--- src/include/rsc_pkg.sv ---
// constants, carriers and state layout for the reset source controller
package rsc_pkg;

  // ----------------------------------------------------------------
  // register map
  // ----------------------------------------------------------------
  localparam logic [7:0] RSC_CAUSE_ADDR = 8'hEF;  // reset_cause_register
  localparam int         RSC_B_PIN      = 0;      // pin reset flag
  localparam int         RSC_B_PWR      = 1;      // power flag / monitor enable
  localparam int         RSC_B_MCD      = 2;      // clock loss enable / flag
  localparam int         RSC_B_WDT      = 3;      // watchdog flag
  localparam int         RSC_B_SW       = 4;      // software force / flag
  localparam int         RSC_B_CMP      = 5;      // comparator enable / flag
  localparam int         RSC_B_FLASH    = 6;      // flash fault flag
  localparam int         RSC_B_RTC      = 7;      // rtc enable / flag

  // ----------------------------------------------------------------
  // timing
  // ----------------------------------------------------------------
  localparam int RSC_CLK_NS  = 4;       // system clock period
  localparam int RSC_MCD_NS  = 100000;  // clock stuck time before timeout
  // least time, so round up
  localparam int RSC_MCD_CYC = (RSC_MCD_NS + RSC_CLK_NS - 1) / RSC_CLK_NS;
  localparam logic [3:0] RSC_WDT_DIV_LAST = 4'hB;  // divide by 12
  localparam logic [3:0] RSC_HOLD_LAST    = 4'h7;  // 8 cycle reset pulse

  // ----------------------------------------------------------------
  // carriers and state
  // ----------------------------------------------------------------
  typedef enum logic {RSC_RUN = 1'b0, RSC_HOLD = 1'b1} rsc_st_t;

  typedef struct packed {
    logic       wr;     // write strobe
    logic       rd;     // read strobe
    logic [7:0] addr;   // register address
    logic [7:0] wdata;  // write data
  } rsc_sfr_t;

  typedef struct packed {
    logic        wr;        // flash write or erase attempt
    logic        rd;        // code_move_instr read
    logic        fetch;     // instruction fetch
    logic        wr_en;     // flash_write_enable
    logic        sec_deny;  // security denied the access
    logic        vdm_on;    // supply monitor running
    logic [15:0] addr;      // target address
  } rsc_flash_t;

  typedef struct packed {
    rsc_st_t     st;
    logic [3:0]  hold;
    logic [7:0]  flags;
    logic        en_mcd;
    logic        en_cmp;
    logic        en_rtc;
    logic        en_vdm;
    logic [2:0]  pin_s;
    logic [2:0]  cmp_s;
    logic [2:0]  vdd_s;
    logic [2:0]  mon_s;
    logic        pin_l;
    logic        cmp_l;
    logic        vdd_l;
    logic        mon_l;
    logic [15:0] mcd_cnt;
    logic [3:0]  div;
    logic        wdt_en;
    logic        wdt_tick;
    logic        sys_rst;
    logic [7:0]  rdata;
    logic        pin_o;
    logic        pin_oe;
  } rsc_state_t;

  localparam rsc_state_t RSC_RST_STATE = '{
    st: RSC_HOLD, hold: RSC_HOLD_LAST, flags: 8'h02,
    en_mcd: 1'b0, en_cmp: 1'b0, en_rtc: 1'b0, en_vdm: 1'b1,
    pin_s: 3'h7, cmp_s: 3'h7, vdd_s: 3'h7, mon_s: 3'h0,
    pin_l: 1'b1, cmp_l: 1'b1, vdd_l: 1'b1, mon_l: 1'b0,
    mcd_cnt: 16'h0000, div: 4'h0, wdt_en: 1'b1, wdt_tick: 1'b0,
    sys_rst: 1'b1, rdata: 8'h00, pin_o: 1'b0, pin_oe: 1'b0};

endpackage : rsc_pkg

--- src/rtl/rsc_reset_source_controller.sv ---
// reset source controller: collects reset sources, keeps the cause register
//
// Functional notes
// stuck clock over 100 us resets
// clock loss flag bit 2 after it
// bit 2 write enables clock loss detector
// clock loss off in low power, restored
// internal resets never drive reset pin
// bit 5 enables comparator, flags its reset
// comparator low input holds reset
// comparator works in low power if wake
// software settles comparator before enabling
// watchdog enabled, clocked by clock/12 after reset
// watchdog overflow resets, flag bit 3
// watchdog reset off in low power, restored
// illegal flash accesses reset the device
// flash fault flag bit 6 after it
// rtc alarm or osc fail resets, bit 7
// rtc reset works in low power
// writing bit 4 forces reset, flags it
// bit 1 enables supply monitor reset
// power flag set makes others meaningless
// pin reset flag bit 0
// read modify write leaves other bits alone; reads return flags here, and writing back flag bit 4 forces a reset
// software lets monitor settle before enabling
// each reset leaves only its causes flagged
`timescale 1ns/1ns

module rsc_reset_source_controller #(
  parameter int MCD_CYC = rsc_pkg::RSC_MCD_CYC  // clock loss timeout in cycles
) (
  input  wire logic            clk_sys,      // system clock
  input  wire logic            rstn,         // power-on reset, active low
  input  wire rsc_pkg::rsc_sfr_t sfr,        // register access
  input  wire rsc_pkg::rsc_flash_t flash,    // flash access monitor
  input  wire logic [15:0]     lock_addr,    // lock byte address
  input  wire logic            mon_clk,      // monitored system clock level
  input  wire logic            cmp_out,      // comparator output, pin domain
  input  wire logic            cmp_wake_en,  // comparator is a wake source
  input  wire logic            vdd_ok,       // supply above threshold
  input  wire logic            rst_pin_i,    // reset pin level
  input  wire logic            wdt_ovf,      // watchdog overflow pulse
  input  wire logic            wdt_disable,  // software turned watchdog off
  input  wire logic            rtc_alarm,    // rtc alarm match pulse
  input  wire logic            rtc_osc_fail, // rtc oscillator failed
  input  wire logic            low_power,    // suspend or sleep active
  output logic                 sys_rst,      // system reset, active high
  output logic [7:0]           sfr_rdata,    // read data
  output logic                 wdt_en,       // watchdog enable
  output logic                 wdt_tick,     // watchdog clock pulse
  output logic                 rst_pin_o,    // reset pin drive value
  output logic                 rst_pin_oe    // reset pin drive enable
);
  import rsc_pkg::*;

  // ----------------------------------------------------------------
  // elaboration checks
  // ----------------------------------------------------------------
  if (MCD_CYC < 1 || MCD_CYC > 65535) begin : g_bad_mcd
    $error("MCD_CYC must fit the 16 bit counter");
  end

  // ----------------------------------------------------------------
  // helpers
  // ----------------------------------------------------------------
  // access beyond the user code space
  function automatic logic above_lock(input logic [15:0] a,
                                      input logic [15:0] lk);
    above_lock = (a > lk);
  endfunction : above_lock

  // three stage sync; level moves only when stages two and three agree
  function automatic logic sync_lvl(input logic [2:0] s, input logic l);
    sync_lvl = (s[1] == s[2]) ? s[2] : l;
  endfunction : sync_lvl

  rsc_state_t  state_q;
  rsc_state_t  state_d;
  logic [7:0]  cause;
  logic        wr_hit;
  logic        mon_edge;
  logic        flash_err;

  // ----------------------------------------------------------------
  // reset causes, aligned with the register bits
  // ----------------------------------------------------------------
  always_comb begin
    wr_hit    = sfr.wr && (sfr.addr == RSC_CAUSE_ADDR);
    mon_edge  = (state_q.mon_s[1] == state_q.mon_s[2]) &&
                (state_q.mon_s[2] != state_q.mon_l);
    // any illegal flash access resets
    flash_err = (flash.wr && flash.wr_en && above_lock(flash.addr, lock_addr)) ||
                (flash.rd && above_lock(flash.addr, lock_addr)) ||
                (flash.fetch && above_lock(flash.addr, lock_addr)) ||
                flash.sec_deny ||
                (flash.wr && !flash.vdm_on);
    cause = 8'h00;
    cause[RSC_B_RTC]   = state_q.en_rtc && (rtc_alarm || rtc_osc_fail);
    cause[RSC_B_FLASH] = flash_err;
    // comparator survives low power only as a wake source
    cause[RSC_B_CMP]   = state_q.en_cmp && !state_q.cmp_l &&
                         (!low_power || cmp_wake_en);
    cause[RSC_B_SW]    = wr_hit && sfr.wdata[RSC_B_SW] &&
                         (state_q.st == RSC_RUN);
    cause[RSC_B_WDT]   = wdt_ovf && state_q.wdt_en && !low_power;
    cause[RSC_B_MCD]   = state_q.en_mcd && !low_power &&
                         (state_q.mcd_cnt == 16'(MCD_CYC));
    cause[RSC_B_PWR]   = state_q.en_vdm && !state_q.vdd_l;
    cause[RSC_B_PIN]   = !state_q.pin_l;
  end

  // ----------------------------------------------------------------
  // next state
  // ----------------------------------------------------------------
  always_comb begin
    state_d = state_q;

    // pin and foreign-domain inputs
    state_d.pin_s = {state_q.pin_s[1:0], rst_pin_i};
    state_d.cmp_s = {state_q.cmp_s[1:0], cmp_out};
    state_d.vdd_s = {state_q.vdd_s[1:0], vdd_ok};
    state_d.mon_s = {state_q.mon_s[1:0], mon_clk};
    state_d.pin_l = sync_lvl(state_q.pin_s, state_q.pin_l);
    state_d.cmp_l = sync_lvl(state_q.cmp_s, state_q.cmp_l);
    state_d.vdd_l = sync_lvl(state_q.vdd_s, state_q.vdd_l);
    state_d.mon_l = sync_lvl(state_q.mon_s, state_q.mon_l);

    // time since the monitored clock last changed level
    if (mon_edge) begin
      state_d.mcd_cnt = 16'h0000;
    end else if (state_q.mcd_cnt != 16'(MCD_CYC)) begin
      state_d.mcd_cnt = state_q.mcd_cnt + 16'h0001;
    end

    // watchdog clock divider, held clear in reset
    state_d.wdt_tick = 1'b0;
    if (state_q.sys_rst) begin
      state_d.div = 4'h0;
    end else if (state_q.div == RSC_WDT_DIV_LAST) begin
      state_d.div      = 4'h0;
      state_d.wdt_tick = 1'b1;
    end else begin
      state_d.div = state_q.div + 4'h1;
    end

    // watchdog comes back enabled after every reset
    if (state_q.sys_rst) begin
      state_d.wdt_en = 1'b1;
    end else if (wdt_disable) begin
      state_d.wdt_en = 1'b0;
    end

    // registered read port; flags are never touched by a read
    state_d.rdata = (sfr.rd && sfr.addr == RSC_CAUSE_ADDR) ? state_q.flags : 8'h00;

    // the pin is input only for this block
    state_d.pin_o  = 1'b0;
    state_d.pin_oe = 1'b0;

    unique case (state_q.st)
      RSC_RUN: begin
        // writes change enables only, but a read-modify-write that writes back flag bit 4 forces a software reset
        if (wr_hit) begin
          state_d.en_rtc = sfr.wdata[RSC_B_RTC];
          state_d.en_cmp = sfr.wdata[RSC_B_CMP];
          state_d.en_mcd = sfr.wdata[RSC_B_MCD];
          state_d.en_vdm = sfr.wdata[RSC_B_PWR];
        end
        if (|cause) begin
          state_d.st      = RSC_HOLD;
          state_d.hold    = RSC_HOLD_LAST;
          state_d.flags   = cause;
          // one-shot re-arms, so a clock that stays stopped waits a full timeout again
          state_d.mcd_cnt = 16'h0000;
          state_d.sys_rst = 1'b1;
        end
      end
      RSC_HOLD: begin
        // sources active during the pulse share the blame
        state_d.flags = state_q.flags | cause;
        if (|cause) begin
          state_d.hold = RSC_HOLD_LAST;
        end else if (state_q.hold == 4'h0) begin
          state_d.st      = RSC_RUN;
          state_d.sys_rst = 1'b0;
        end else begin
          state_d.hold = state_q.hold - 4'h1;
        end
      end
    endcase
  end

  // ----------------------------------------------------------------
  // state register
  // ----------------------------------------------------------------
  // power-on reset loads RSC_RST_STATE, a reset pulse with the power flag set; system resets keep the source enables and re-enable the watchdog
  always_ff @(posedge clk_sys) begin
    if (!rstn) begin
      state_q <= RSC_RST_STATE;
    end else begin
      state_q <= state_d;
    end
  end

  // ----------------------------------------------------------------
  // outputs
  // ----------------------------------------------------------------
  assign sys_rst    = state_q.sys_rst;
  assign sfr_rdata  = state_q.rdata;
  assign wdt_en     = state_q.wdt_en;
  assign wdt_tick   = state_q.wdt_tick;
  assign rst_pin_o  = state_q.pin_o;
  assign rst_pin_oe = state_q.pin_oe;

  logic run_q;
  assign run_q = (state_q.st == RSC_RUN);
endmodule : rsc_reset_source_controller

--- config.mk ---
export PLATFORM = sky130hd
export DESIGN_NAME = rsc_reset_source_controller
export DESIGN_NICKNAME = d
export VERILOG_FILES = /design/src/include/rsc_pkg.sv /design/src/rtl/rsc_reset_source_controller.sv
export SDC_FILE = /design/constraint.sdc
export NUM_CORES = 1
export LEC_CHECK = 0
export BUFFER_PORTS_ARGS = -buffer_cell sky130_fd_sc_hd__buf_2
export CORE_ASPECT_RATIO = 0.75
export CORE_MARGIN = 3
export CORE_UTILIZATION = 45
export CTS_BUF_LIST = sky130_fd_sc_hd__clkbuf_16
export CTS_CLUSTER_DIAMETER = 40
export DETAILED_ROUTE_END_ITERATION = 8
export PLACE_DENSITY = 0.82
export SLEW_MARGIN = 5
export SYNTH_ARGS = -nofsm -noshare
export SYNTH_HDL_FRONTEND = slang
export SYNTH_SLANG_ARGS = --single-unit
--- constraint.sdc ---
create_clock -name clk_sys -period 2.6 [get_ports clk_sys]
set_input_delay 0 -clock clk_sys [delete_from_list [all_inputs] [get_ports clk_sys]]
set_output_delay 0 -clock clk_sys [all_outputs]
set_load 0.1 [all_outputs]
* Yosys cells after proc, flatten, opt, wreduce, memory -nomap -nowiden
Cells that the tools add are included.
Storage, ports and cells: bits of input ports 68, output and inout bits 13, word-level logic and storage cells 95, flip-flop bits (word level) 66
Operators by class: magnitude comparators 1, mux-type cells 15, equality and inequality tests 13, add/sub/neg operators 3, bitwise operators 3, reduce and logical (&&, ||, !) cells 37
Operators with widths (number):
- $mux 16 | 4
- $pmux 13 s2 | 1
- $logic_and 1x1->1 | 18
- $add 16x1->16 const B | 1
- $eq 16x15->1 const B | 1
- $gt 16x16->1 | 1
- $ne 16x15->1 const B | 1
- $mux 13 | 1
- $eq 8x8->1 const B | 1
- $mux 4 | 2
- $or 8x8->8 | 1
- $reduce_or 8->1 | 1
- $logic_or 1x1->1 | 6
- $mux 1 | 6
- $reduce_and 2->1 | 3
- $logic_not 1->1 | 5
- $add 4x1->4 const B | 1
- $eq 1x1->1 | 4
- $eq 4x4->1 const B | 1
- $logic_not 4->1 | 1
- $ne 2x1->1 const B | 2
- $sub 4x1->4 const B | 1
- $ne 3x3->1 const B | 1
- $reduce_and 3->1 | 1
- other kinds (6) | 7

* Longest topological paths before layout
Gate-level depths: netlist of run 1.
depth after elaboration 9, depth in mapped cells 10, gate-level depth less buffers 9

* Worst setup path before layout of run 1
Ideal clock, no wire load.
kind register to register, start reg state_q (netlist bit wdt_en), end reg state_q[17] in the netlist's numbering, buffers on the path 1, path slack 0.292 ns, stages on the path, launching flop included 9, period minus slack after synthesis 2.308 ns, arrival 2.193 ns, library setup time 0.115 ns, cells stage by stage dfxtp_1 inv_1 nor3b_1 a2111oi_1 nand2b_1 a211oi_4 o2111ai_4 buf_6 nor2_2
Between the ends: longest elaborated chain between the ends 5
RTL lines:
- start, declared | RTL line rsc_reset_source_controller.sv:77 | rsc_state_t state_q;
- start signal, assigned | RTL line rsc_reset_source_controller.sv:201 | state_q <= state_d;
- $logic_and 1x1->1 (2 in series) | RTL line rsc_reset_source_controller.sv:105 | cause[RSC_B_WDT] = wdt_ovf && state_q.wdt_en && !low_power;
- $reduce_or 8->1 | RTL line rsc_reset_source_controller.sv:169 | if (|cause) begin
- $mux 16 | RTL line rsc_reset_source_controller.sv:169
- $mux 16 | RTL line rsc_reset_source_controller.sv:160 | unique case (state_q.st)
Every way passes these cells. A chain may end at the register's enable or synchronous reset.

* Final worst setup path of run 1
start reg state_q[17] in the netlist's numbering, end reg state_q[63] in the netlist's numbering
Between the ends: longest elaborated chain between the ends 5, elaborated cells on any way between the ends 8, classes of those cells eq/ne: 3; mux: 2; reduce/logical: 3
RTL lines:
- $eq 16x15->1 * | RTL line rsc_reset_source_controller.sv:107 | (state_q.mcd_cnt == 16'(MCD_CYC));
- $logic_and 1x1->1 * | RTL line rsc_reset_source_controller.sv:106 | cause[RSC_B_MCD] = state_q.en_mcd && !low_power &&
- $reduce_or 8->1 * | RTL line rsc_reset_source_controller.sv:169, rsc_reset_source_controller.sv:181
- $mux 4, or another cell as far along | RTL line rsc_reset_source_controller.sv:181 | if (|cause) begin
- $pmux 13 s2 or $reduce_and 2->1 (tied branches)
Mark *: on every way between the ends. The rest lies on a longest branch, timed or not.

==> reports/results.ini, run 1 <==
[clocking]
clock-sinks=64
post-cts-setup-buffers=0
cts_root_buf=clkbuf_16
htree_levels=3
clk_pin_slew_ns=0.06
cts_tree=yes
cts.path.max_buffers=2
clock_latency_ns=0.33
cts_made_buffers=9

[floorplanning]
start_util=0.470
dieArea_um2=7700
die_y_um=76.7
boundaryPins=81
rows=25
core-area_um2=6380
die_x_um=100

[run]
drv_cap=0

[placement]
postPlaceCellArea_um2=3430
gp_congestion=0.837
port_buffers=75
post-dp-hpwl_mm=4.76

[yosys]
synth_edf_count=0
synthArstFlopShare=0
synthCells=329
avgSynthCellArea_um2=9.12
synthesis.area_um2=3000
ys_types=51
yosys_warnings=0
synth_ff_type=dfxtp_1
seq_area_frac_synth=0.427
ys_ff_latch=64

[sta]
finalCritPeriodShare=0.895
skew_ns=0.00382
slew_viol_final=0
max_freq_mhz=429
finalSetupViolations=0
final.setup.tns_ns=0
hold_viol_final=0
rsz0062_at_grt=no
relSlewSlack=0.499
period_minus_slack_ns=2.33
worst_pin_slew_ns=0.746

[detailed_routing]
totalWireLength_mm=6.57
ant_nets=0
drt_iter0_markers=64
viasPerCell=4.99
vias=2521
routedWlPerCell_um=13.0
drc_errors=0
drt_pass1_iterations=5

[global_routing]
grt_usage=0.183
grt_pass1_wl_mm=11.2
overflow=0
grt_pass1_vias=2557
grt_max_degree=28
grt_antenna_before_repair=0

[critical_path]
worstPathArrival_ns=2.54
critPathMaxStageDelay_ns=0.39
crit_buf_inv=2
crit_family=simple AND/OR/NAND/NOR gates
end_kind=flop
reg2reg_slack_ns=0.27
timing.rr.end=state_q[63]
path_cells=inv_1, ha_1, nor4bb_1, nand4_1, nor3b_2, nand2b_1, a211oi_4, buf_4, nand2_1, or2_2
r2r_cells=10
start_kind=flop
crit_type=flop to flop
crit-reg2reg-launch=state_q[17]
cp_max_fo=6
critical_path_required_ns=2.81
cp_slowest_cell=dfxtp_1

[layout]
fin_area_um2=3900
final-seq-area_um2=1280
multiInputGateArea_um2=1530
n_fill_cell=529
area.growth.synth_to_final_pct=29.8
n_antenna_cell=0
nNetsFinal=507
drive_above_1_share=0.274
post-route-util=0.611

[outcome]
status=finished, final reports clean

[hold_path]
hold_class=input pin to flop
hold_end=state_q[60]
worstHoldStart=rtc_alarm
min_path_cells=3

[pwr]
p_switching_mw=0.541
switching_share=0.218
combinationalPowerShare=0.084
p_int_mw=1.94
p_seq_frac=0.405
ir_drop_mv=0.552
p_leak_nw=1.72
power.share.clock=0.511
p_per_area_nw_per_um2=636

==> worst max path at each step <==
stage                     start     endpoint  cells after the start
finish              state_q[17]  state_q[63]                     10
global route        state_q[18]  state_q[22]                     10
CTS                 state_q[18]  state_q[22]                     10
detailed placement    flash[15]  state_q[63]                     10
global placement      flash[15]  state_q[63]                     10
floorplan                wdt_en  state_q[17]                      8
==> logic make-up (layout without fill, tap and decap cells) <==
group           Yosys count  after routing  share of synthesized area
simple gates            133            133                      0.246
other cells               1              2                    0.00125
xor+xnor                 17             17                     0.0496
fa+ha+maj                20             20                     0.0834
buf+inv                  41            135                     0.0679
mux                       5              5                     0.0171
compound gates           48             48                      0.108
flops                    64             64                      0.427
==> synth_stat cells, drive strengths merged (8+ instances only) <==
| cell type | instances | share of area |
|---|---|---|
| inv | 24 | 0.030 |
| xnor2 | 8 | 0.023 |
| nand2b | 12 | 0.025 |
| ha | 20 | 0.083 |
| a21oi | 13 | 0.022 |
| nand3 | 11 | 0.018 |
| buf | 12 | 0.031 |
| dfxtp | 64 | 0.43 |
| o21ai | 16 | 0.027 |
| nand2 | 21 | 0.026 |
| nor2 | 34 | 0.051 |
| and2 | 11 | 0.023 |
| xor2 | 9 | 0.026 |
==> routing by layer <==
layer  track usage  share of wire
met5             0              0
met1         0.204           0.42
met2         0.325           0.50
met3        0.0491          0.054
met4        0.0794          0.022
==> stage by stage <==
step / cells / worst slack [ns] / hold WS, ns / power (mW)
after global placement: 475 / 0.160 / 0.182 / 1.21
after global routing: 505 / 0.0398 / 0.0497 / 2.57
final: 505 / 0.272 / 0.0481 / 2.48
after CTS: 505 / 0.134 / 0.0393 / 2.50
after detailed placement: 475 / 0.111 / 0.185 / 1.22
after floorplan: 330 / 0.292 / 0.100 / 1.14
==> registers in the layout, summed over array words and instances (netlist names) <==
register   flops
sfr_rdata      8
state_d        8
state_q       45
sys_rst        1
wdt_en         1
wdt_tick       1
==> cell type report <==
cell class,instances,share of cell area
well taps,81,0.0260
inverters,24,0.0231
multi-input cells,225,0.393
repair buffers,95,0.147
flip-flops and latches,64,0.329
clock inverters,7,0.0247
clock buffers,9,0.0578
==> power by group through the flow <==
stage | Sequential, mW | Combinational, mW | Clock (mW)
after detailed placement | 1.03 | 0.190 | 0
after floorplan | 1.02 | 0.118 | 0
after CTS | 1.01 | 0.208 | 1.29
after global placement | 1.03 | 0.182 | 0
final | 1.01 | 0.208 | 1.27
after global routing | 1.01 | 0.234 | 1.33
==> cells in the final DEF (no fill, tap or decap), types with 3 or more instances in the layout <==
| cell | instances |
|---|---|
| xnor2_1 | 8 |
| and3_1 | 5 |
| dlygate4sd3_1 | 14 |
| nand3_1 | 11 |
| nor3_1 | 7 |
| ha_1 | 20 |
| dfxtp_1 | 64 |
| xor2_1 | 9 |
| nand2_1 | 21 |
| o21ai_0 | 16 |
| buf_4 | 5 |
| nand4_1 | 6 |
| buf_2 | 75 |
| mux2i_1 | 4 |
| inv_1 | 24 |
| and2_1 | 11 |
| clkbuf_16 | 9 |
| nor2_2 | 10 |
| nand2b_1 | 12 |
| a21boi_0 | 3 |
| nor2_1 | 24 |
| nor2b_1 | 7 |
| a21oi_1 | 13 |
==> worst register-to-register path: stages (launching register included) <==
cell and delay [ns]:
dfxtp_1 0.39, inv_1 0.06, ha_1 0.21, nor4bb_1 0.13, nand4_1 0.18, nor3b_2 0.10
nand2b_1 0.20, a211oi_4 0.36, buf_4 0.21, nand2_1 0.07, or2_2 0.30
==> what timing repair did <==
action / in CTS / in global routing
gates resized for setup: 0 / 2
endpoints found under the setup margin: 0 / 23
hold buffers: 14 / 0
hold endpoints to repair: 13 / 0
Note: power is estimated with default switching activity, not from simulation.
==> run 2, diff against run 1 <==
--- a/config.mk
+++ b/config.mk
@@ -6,7 +6,7 @@
 export NUM_CORES = 1
 export LEC_CHECK = 0
 export BUFFER_PORTS_ARGS = -buffer_cell sky130_fd_sc_hd__buf_2
-export CORE_ASPECT_RATIO = 0.75
+export CORE_ASPECT_RATIO = 0.6
 export CORE_MARGIN = 3
 export CORE_UTILIZATION = 45
 export CTS_BUF_LIST = sky130_fd_sc_hd__clkbuf_16
==> run 2 against run 1 <==
Net effect: clock power decreased by 13%; combinational power decreased by 4%; sequential share of layout area increased by 0.83 points; count of clock-buffer cells in the layout unchanged; maximum frequency decreased by 3.3%; global-route usage decreased by 0.66 points; sequential cell count unchanged; worst setup slack got worse by 0.078 ns; cell area decreased by 2.5%; final cell count decreased by 0.40%; first-iteration DRC count increased by 72%; power decreased by 6.4%.
==> reports/results.ini, run 2 (same netlist as run 1, synthesis figures left out) <==
[outcome]
status=finished, final reports clean

[hold_path]
hold_class=input pin to flop
min_path_cells=3  ; unchanged
hold_end=state_q[60]
worstHoldStart=rtc_alarm

[layout]
n_fill_cell=549  ; +3.8%
final_common_cell=buf_2
regMostFlops=state_q
nNetsFinal=502  ; -0.99%
n_antenna_cell=0  ; unchanged
drive_above_1_share=0.260  ; -0.0134
area.growth.synth_to_final_pct=26.6
layout_common_cells=buf_2, dfxtp_1, inv_1
largest_reg_flops=45  ; unchanged

[floorplanning]
rows=22  ; -12%
die_y_um=69.3  ; -9.7%
dieArea_um2=7720  ; +0.28%
core-area_um2=6280  ; -1.6%
die_x_um=111  ; +11%
boundaryPins=81  ; unchanged
start_util=0.478  ; +0.00788

[clocking]
htree_levels=3  ; unchanged
clock_latency_ns=0.32  ; about the same
cts_made_buffers=9  ; unchanged
cts.path.max_buffers=2  ; unchanged
clk_pin_slew_ns=0.05  ; about the same
cts_tree=yes
cts_root_buf=clkbuf_16
post-cts-setup-buffers=0  ; unchanged
clock-sinks=64  ; unchanged

[sta]
layout_setup_ws_ns=0.193  ; -0.0783 ns
final.setup.tns_ns=0  ; unchanged
slew_viol_final=0  ; unchanged
hold_viol_final=0  ; unchanged
finalCritPeriodShare=0.926  ; +0.0301
finalSetupViolations=0  ; unchanged
max_freq_mhz=416  ; -3.3%
rsz0062_at_grt=no
worst_pin_slew_ns=0.797  ; +0.0517 ns
relSlewSlack=0.464  ; -0.0348
period_minus_slack_ns=2.41  ; +0.0783 ns
skew_ns=0.00441  ; +0.000591 ns

[pwr]
p_per_area_nw_per_um2=611  ; -4.1%
p_leak_nw=1.69  ; -1.6%
ir_drop_mv=0.301  ; -45%

[critical_path]
start_kind=flop
cp_num_cells=10  ; unchanged
cp_slowest_cell=nor3b_1
path_cells=inv_1, ha_1, nor4bb_1, nand4_1, nor3b_1, nand2b_1, a211oi_4, o2111ai_4, buf_12, nor2_1
cp_max_fo=16  ; +10
reg2reg_slack_ns=0.19  ; -0.08 ns
crit-reg2reg-launch=state_q[17]
critPathMaxStageDelay_ns=0.41  ; +0.02 ns
critical_path_required_ns=2.81  ; about the same
r2r_cells=10  ; unchanged
worstPathArrival_ns=2.62  ; +0.08 ns
crit_buf_inv=2  ; unchanged
end_kind=flop
crit_family=simple AND/OR/NAND/NOR gates
timing.rr.end=state_q[25]
crit_type=flop to flop

[placement]
port_buffers=75  ; unchanged
gp_congestion=0.845  ; +0.91%
post-dp-hpwl_mm=4.96  ; +4.1%
pre_cts_ws_ns=0.150  ; +0.0386 ns

[detailed_routing]
vias=2504  ; -0.67%
drt_iter0_markers=110  ; +72%
drc_errors=0  ; unchanged
ant_nets=0  ; unchanged
routedWlPerCell_um=12.9  ; -1.0%
drt_pass1_iterations=4  ; -1
totalWireLength_mm=6.47  ; -1.4%
viasPerCell=4.98  ; -0.28%

[global_routing]
grt_pass1_vias=2508  ; -1.9%
overflow=0  ; unchanged
grt_antenna_before_repair=0  ; unchanged
grt_pass1_wl_mm=11.1  ; -1.3%
grt_usage=0.177  ; -0.00660
grt_max_degree=36  ; +29%

[run]
drv_cap=0  ; unchanged

==> run 2: worst max path at each step <==
stage                start           to  slack, ns
2_1_floorplan       wdt_en  state_q[17]       0.29
3_3_place_gp     flash[11]      sys_rst       0.19
4_1_cts        state_q[17]  state_q[25]       0.24
6_report       state_q[17]  state_q[25]       0.19
5_1_grt        state_q[20]  state_q[20]       0.03
3_5_place_dp     flash[11]      sys_rst       0.15
==> run 2: routing by layer <==
metal / up-vias / part of all wire / GRT usage
li1: 1276 / - / -
met1: 1153 / 0.47 / 0.218
met2: 66 / 0.47 / 0.284
met3: 9 / 0.056 / 0.0628
met4: 0 / 0.011 / 0.0675
met5: - / 0 / 0
==> run 2: where the power goes <==
| group | switching (mW) | internal [mW] |
|---|---|---|
| sequential | 0.00964 | 0.998 |
| clock | 0.393 | 0.721 |
| combinational | 0.100 | 0.0994 |
==> run 2: timing repair <==
item	CTS	global route
resized for setup	0	0
setup endpoints to repair	0	0
hold buffers	10	0
hold endpoints to repair	10	0
==> run 2: metrics by stage <==
| stage | area [um^2] | utilization | hold slack (ns) | power, mW | std cells |
|---|---|---|---|---|---|
| 2_1_floorplan | 3010 | - | 0.100 | 1.14 | 330 |
| 6_report | 3800 | 0.606 | 0.0711 | 2.32 | 503 |
| 3_5_place_dp | 3420 | 0.545 | 0.185 | 1.21 | 477 |
| 4_1_cts | 3800 | 0.606 | 0.0539 | 2.35 | 503 |
| 3_3_place_gp | 3420 | 0.545 | 0.183 | 1.21 | 477 |
| 5_1_grt | 3800 | 0.606 | 0.0905 | 2.42 | 503 |
==> run 2: worst min-delay path, cell delays in order <==
cell	delay (ns)
buf_2	0.07
o21ai_0	0.12
a21boi_1	0.15
==> run 2: cell type report <==
class                           instances  area [um^2]  area share
Timing Repair Buffer                   90          526       0.138
Clock inverter                          7         53.8      0.0142
Clock buffer                            9          225      0.0592
Tap cell                               84          105      0.0276
Multi-Input combinational cell        225         1520       0.400
Sequential cell                        64         1280       0.337
Inverter                               24         90.1      0.0237
==> run 3, diff against run 2 <==
--- a/config.mk
+++ b/config.mk
@@ -5,7 +5,7 @@
 export SDC_FILE = /design/constraint.sdc
 export NUM_CORES = 1
 export LEC_CHECK = 0
-export BUFFER_PORTS_ARGS = -buffer_cell sky130_fd_sc_hd__buf_2
+export BUFFER_PORTS_ARGS = -buffer_cell sky130_fd_sc_hd__clkbuf_2
 export CORE_ASPECT_RATIO = 0.6
 export CORE_MARGIN = 3
 export CORE_UTILIZATION = 45
==> run 3 against run 2 <==
Net effect: first-iteration DRC count is 17% lower; non-clock buffer count stayed put; critical path depth stayed put; clock skew is 0.0012 ns higher; worst hold slack worse by 0.020 ns; count of clock-buffer cells in the layout stayed put; critical endpoint is now sys_rst; highest routed layer unchanged.
==> reports/results.ini, run 3 (same netlist as run 1, synthesis figures left out) <==
[layout]
area.growth.synth_to_final_pct=26.9
layout_common_cells=clkbuf_2, dfxtp_1, inv_1
final-instance-count-excl-fill=502  ; -0.20%
n_antenna_cell=0  ; unchanged
fin_area_um2=3810  ; +0.23%
post-route-util=0.607  ; +0.00139
regMostFlops=state_q
drive_above_1_share=0.270  ; +0.0102
final_common_cell=clkbuf_2
largest_reg_flops=45  ; unchanged
nNetsFinal=502  ; unchanged

[floorplanning]
boundaryPins=81  ; unchanged
dieArea_um2=7720  ; unchanged
die_x_um=111  ; unchanged
start_util=0.478  ; unchanged
die_y_um=69.3  ; unchanged
rows=22  ; unchanged
core-area_um2=6280  ; unchanged

[clocking]
post-cts-setup-buffers=0  ; unchanged
clock-sinks=64  ; unchanged
cts_made_buffers=9  ; unchanged
clock_latency_ns=0.32  ; about the same
clk_pin_slew_ns=0.05  ; about the same
cts_tree=yes
cts.path.max_buffers=2  ; unchanged
cts_root_buf=clkbuf_16
htree_levels=3  ; unchanged

[sta]
final.setup.tns_ns=0  ; unchanged
finalCritPeriodShare=0.890  ; -0.0357
relSlewSlack=0.425  ; -0.0393
hold_viol_final=0  ; unchanged
finalSetupViolations=0  ; unchanged
rsz0062_at_grt=no
period_minus_slack_ns=2.31  ; -0.0928 ns
max_freq_mhz=432  ; +4.0%
skew_ns=0.00560  ; +0.00119 ns
slew_viol_final=0  ; unchanged
worst_pin_slew_ns=0.856  ; +0.0584 ns

[global_routing]
grt_antenna_before_repair=0  ; unchanged
grt_usage=0.173  ; -0.00324
grt_pass1_wl_mm=11.0  ; -0.94%
grt_max_degree=36  ; unchanged
grt_pass1_vias=2486  ; -0.88%
overflow=0  ; unchanged

[critical_path]
crit_family=simple AND/OR/NAND/NOR gates
end_kind=flop
critPathMaxStageDelay_ns=0.43  ; +0.02 ns
cp_slowest_cell=a211oi_4
critical_path_required_ns=2.81  ; about the same
path_cells=inv_1, ha_1, nor4bb_1, nand4_1, nor3b_2, nand2b_1, a211oi_4, buf_4, nand2_1, a21bo_2
crit_type=flop to flop
start_kind=flop
crit_buf_inv=2  ; unchanged
cp_max_fo=8  ; -8
worstPathArrival_ns=2.52  ; -0.10 ns

[detailed_routing]
ant_nets=0  ; unchanged
vias=2479  ; -1.0%
drc_errors=0  ; unchanged
routedWlPerCell_um=12.7  ; -1.6%
drt_iter0_markers=91  ; -17%
drt_pass1_iterations=4  ; unchanged
viasPerCell=4.94  ; -0.80%
totalWireLength_mm=6.35  ; -1.8%

[outcome]
status=finished, final reports clean

[placement]
port_buffers=75  ; unchanged
post-dp-hpwl_mm=4.85  ; -2.2%
gp_congestion=0.860  ; +1.8%
placed_cells=477  ; unchanged
postPlaceCellArea_um2=3420  ; unchanged

[hold_path]
hold_class=input pin to flop

[pwr]
p_per_area_nw_per_um2=610  ; -0.12%
p_leak_nw=1.70  ; +0.77%
ir_drop_mv=0.436  ; +45%

[run]
drv_cap=0  ; unchanged

[run 3: cell types whose count changed in the layout (fill, tap and decap cells not counted), sizes merged]
cell	delta
clkinv	-1
buf	-75
clkbuf	+75
[run 3: report_power, final]
group | switching, mW | total [mW] | leakage [nW] | internal [mW]
clock | 0.392 | 1.12 | 0.144 | 0.723
combinational | 0.101 | 0.201 | 1.04 | 0.0999
sequential | 0.00970 | 1.01 | 0.520 | 0.998
[run 3: worst paths after layout]
check	start	end	slack, ns	cells after the start
worst min register to register	state_d[41]	state_d[42]	0.40	1
worst min-delay path	rtc_alarm	state_q[60]	0.05	3
worst max register to register	state_q[17]	sys_rst	0.29	10
worst max-delay path	state_q[17]	sys_rst	0.29	10
[run 3: layout make-up]
| type | instances | area [um^2] |
|---|---|---|
| clock buffers | 9 | 225 |
| clock inverters | 6 | 52.6 |
| fillers | 560 | 2470 |
| inverters | 24 | 90.1 |
| multi-input cells | 225 | 1530 |
| flip-flops and latches | 64 | 1280 |
| well taps | 84 | 105 |
| repair buffers | 90 | 526 |
[run 3: per-layer routing]
layer | vias to the layer above | global-route usage | wire length, um | share of wire
li1 | 1273 | - | - | -
met2 | 74 | 0.263 | 2880 | 0.45
met1 | 1122 | 0.230 | 3010 | 0.47
met5 | - | 0 | 0 | 0
met3 | 10 | 0.0541 | 375 | 0.059
met4 | 0 | 0.0702 | 80 | 0.013
[run 3: worst reg2reg max path, cell delays in order (launching register included)]
cell and delay (ns):
dfxtp_1 0.38, inv_1 0.06, ha_1 0.21, nor4bb_1 0.13, nand4_1 0.19, nor3b_2 0.10
nand2b_1 0.20, a211oi_4 0.43, buf_4 0.24, nand2_1 0.06, a21bo_2 0.21
[run 3: through the flow]
step	setup WS (ns)	power, mW	hold slack [ns]
after floorplan	0.292	1.14	0.100
after global placement	0.203	1.21	0.184
after detailed placement	0.163	1.21	0.191
after CTS	0.222	2.35	0.0501
after global routing	0.101	2.42	0.113
final	0.286	2.32	0.0508
[run 3: what timing repair did]
item                                    CTS  global route
endpoints found under the setup margin    0            20
gates resized for setup                   0             2
hold endpoints to repair                 10             0
hold buffers                             10             0
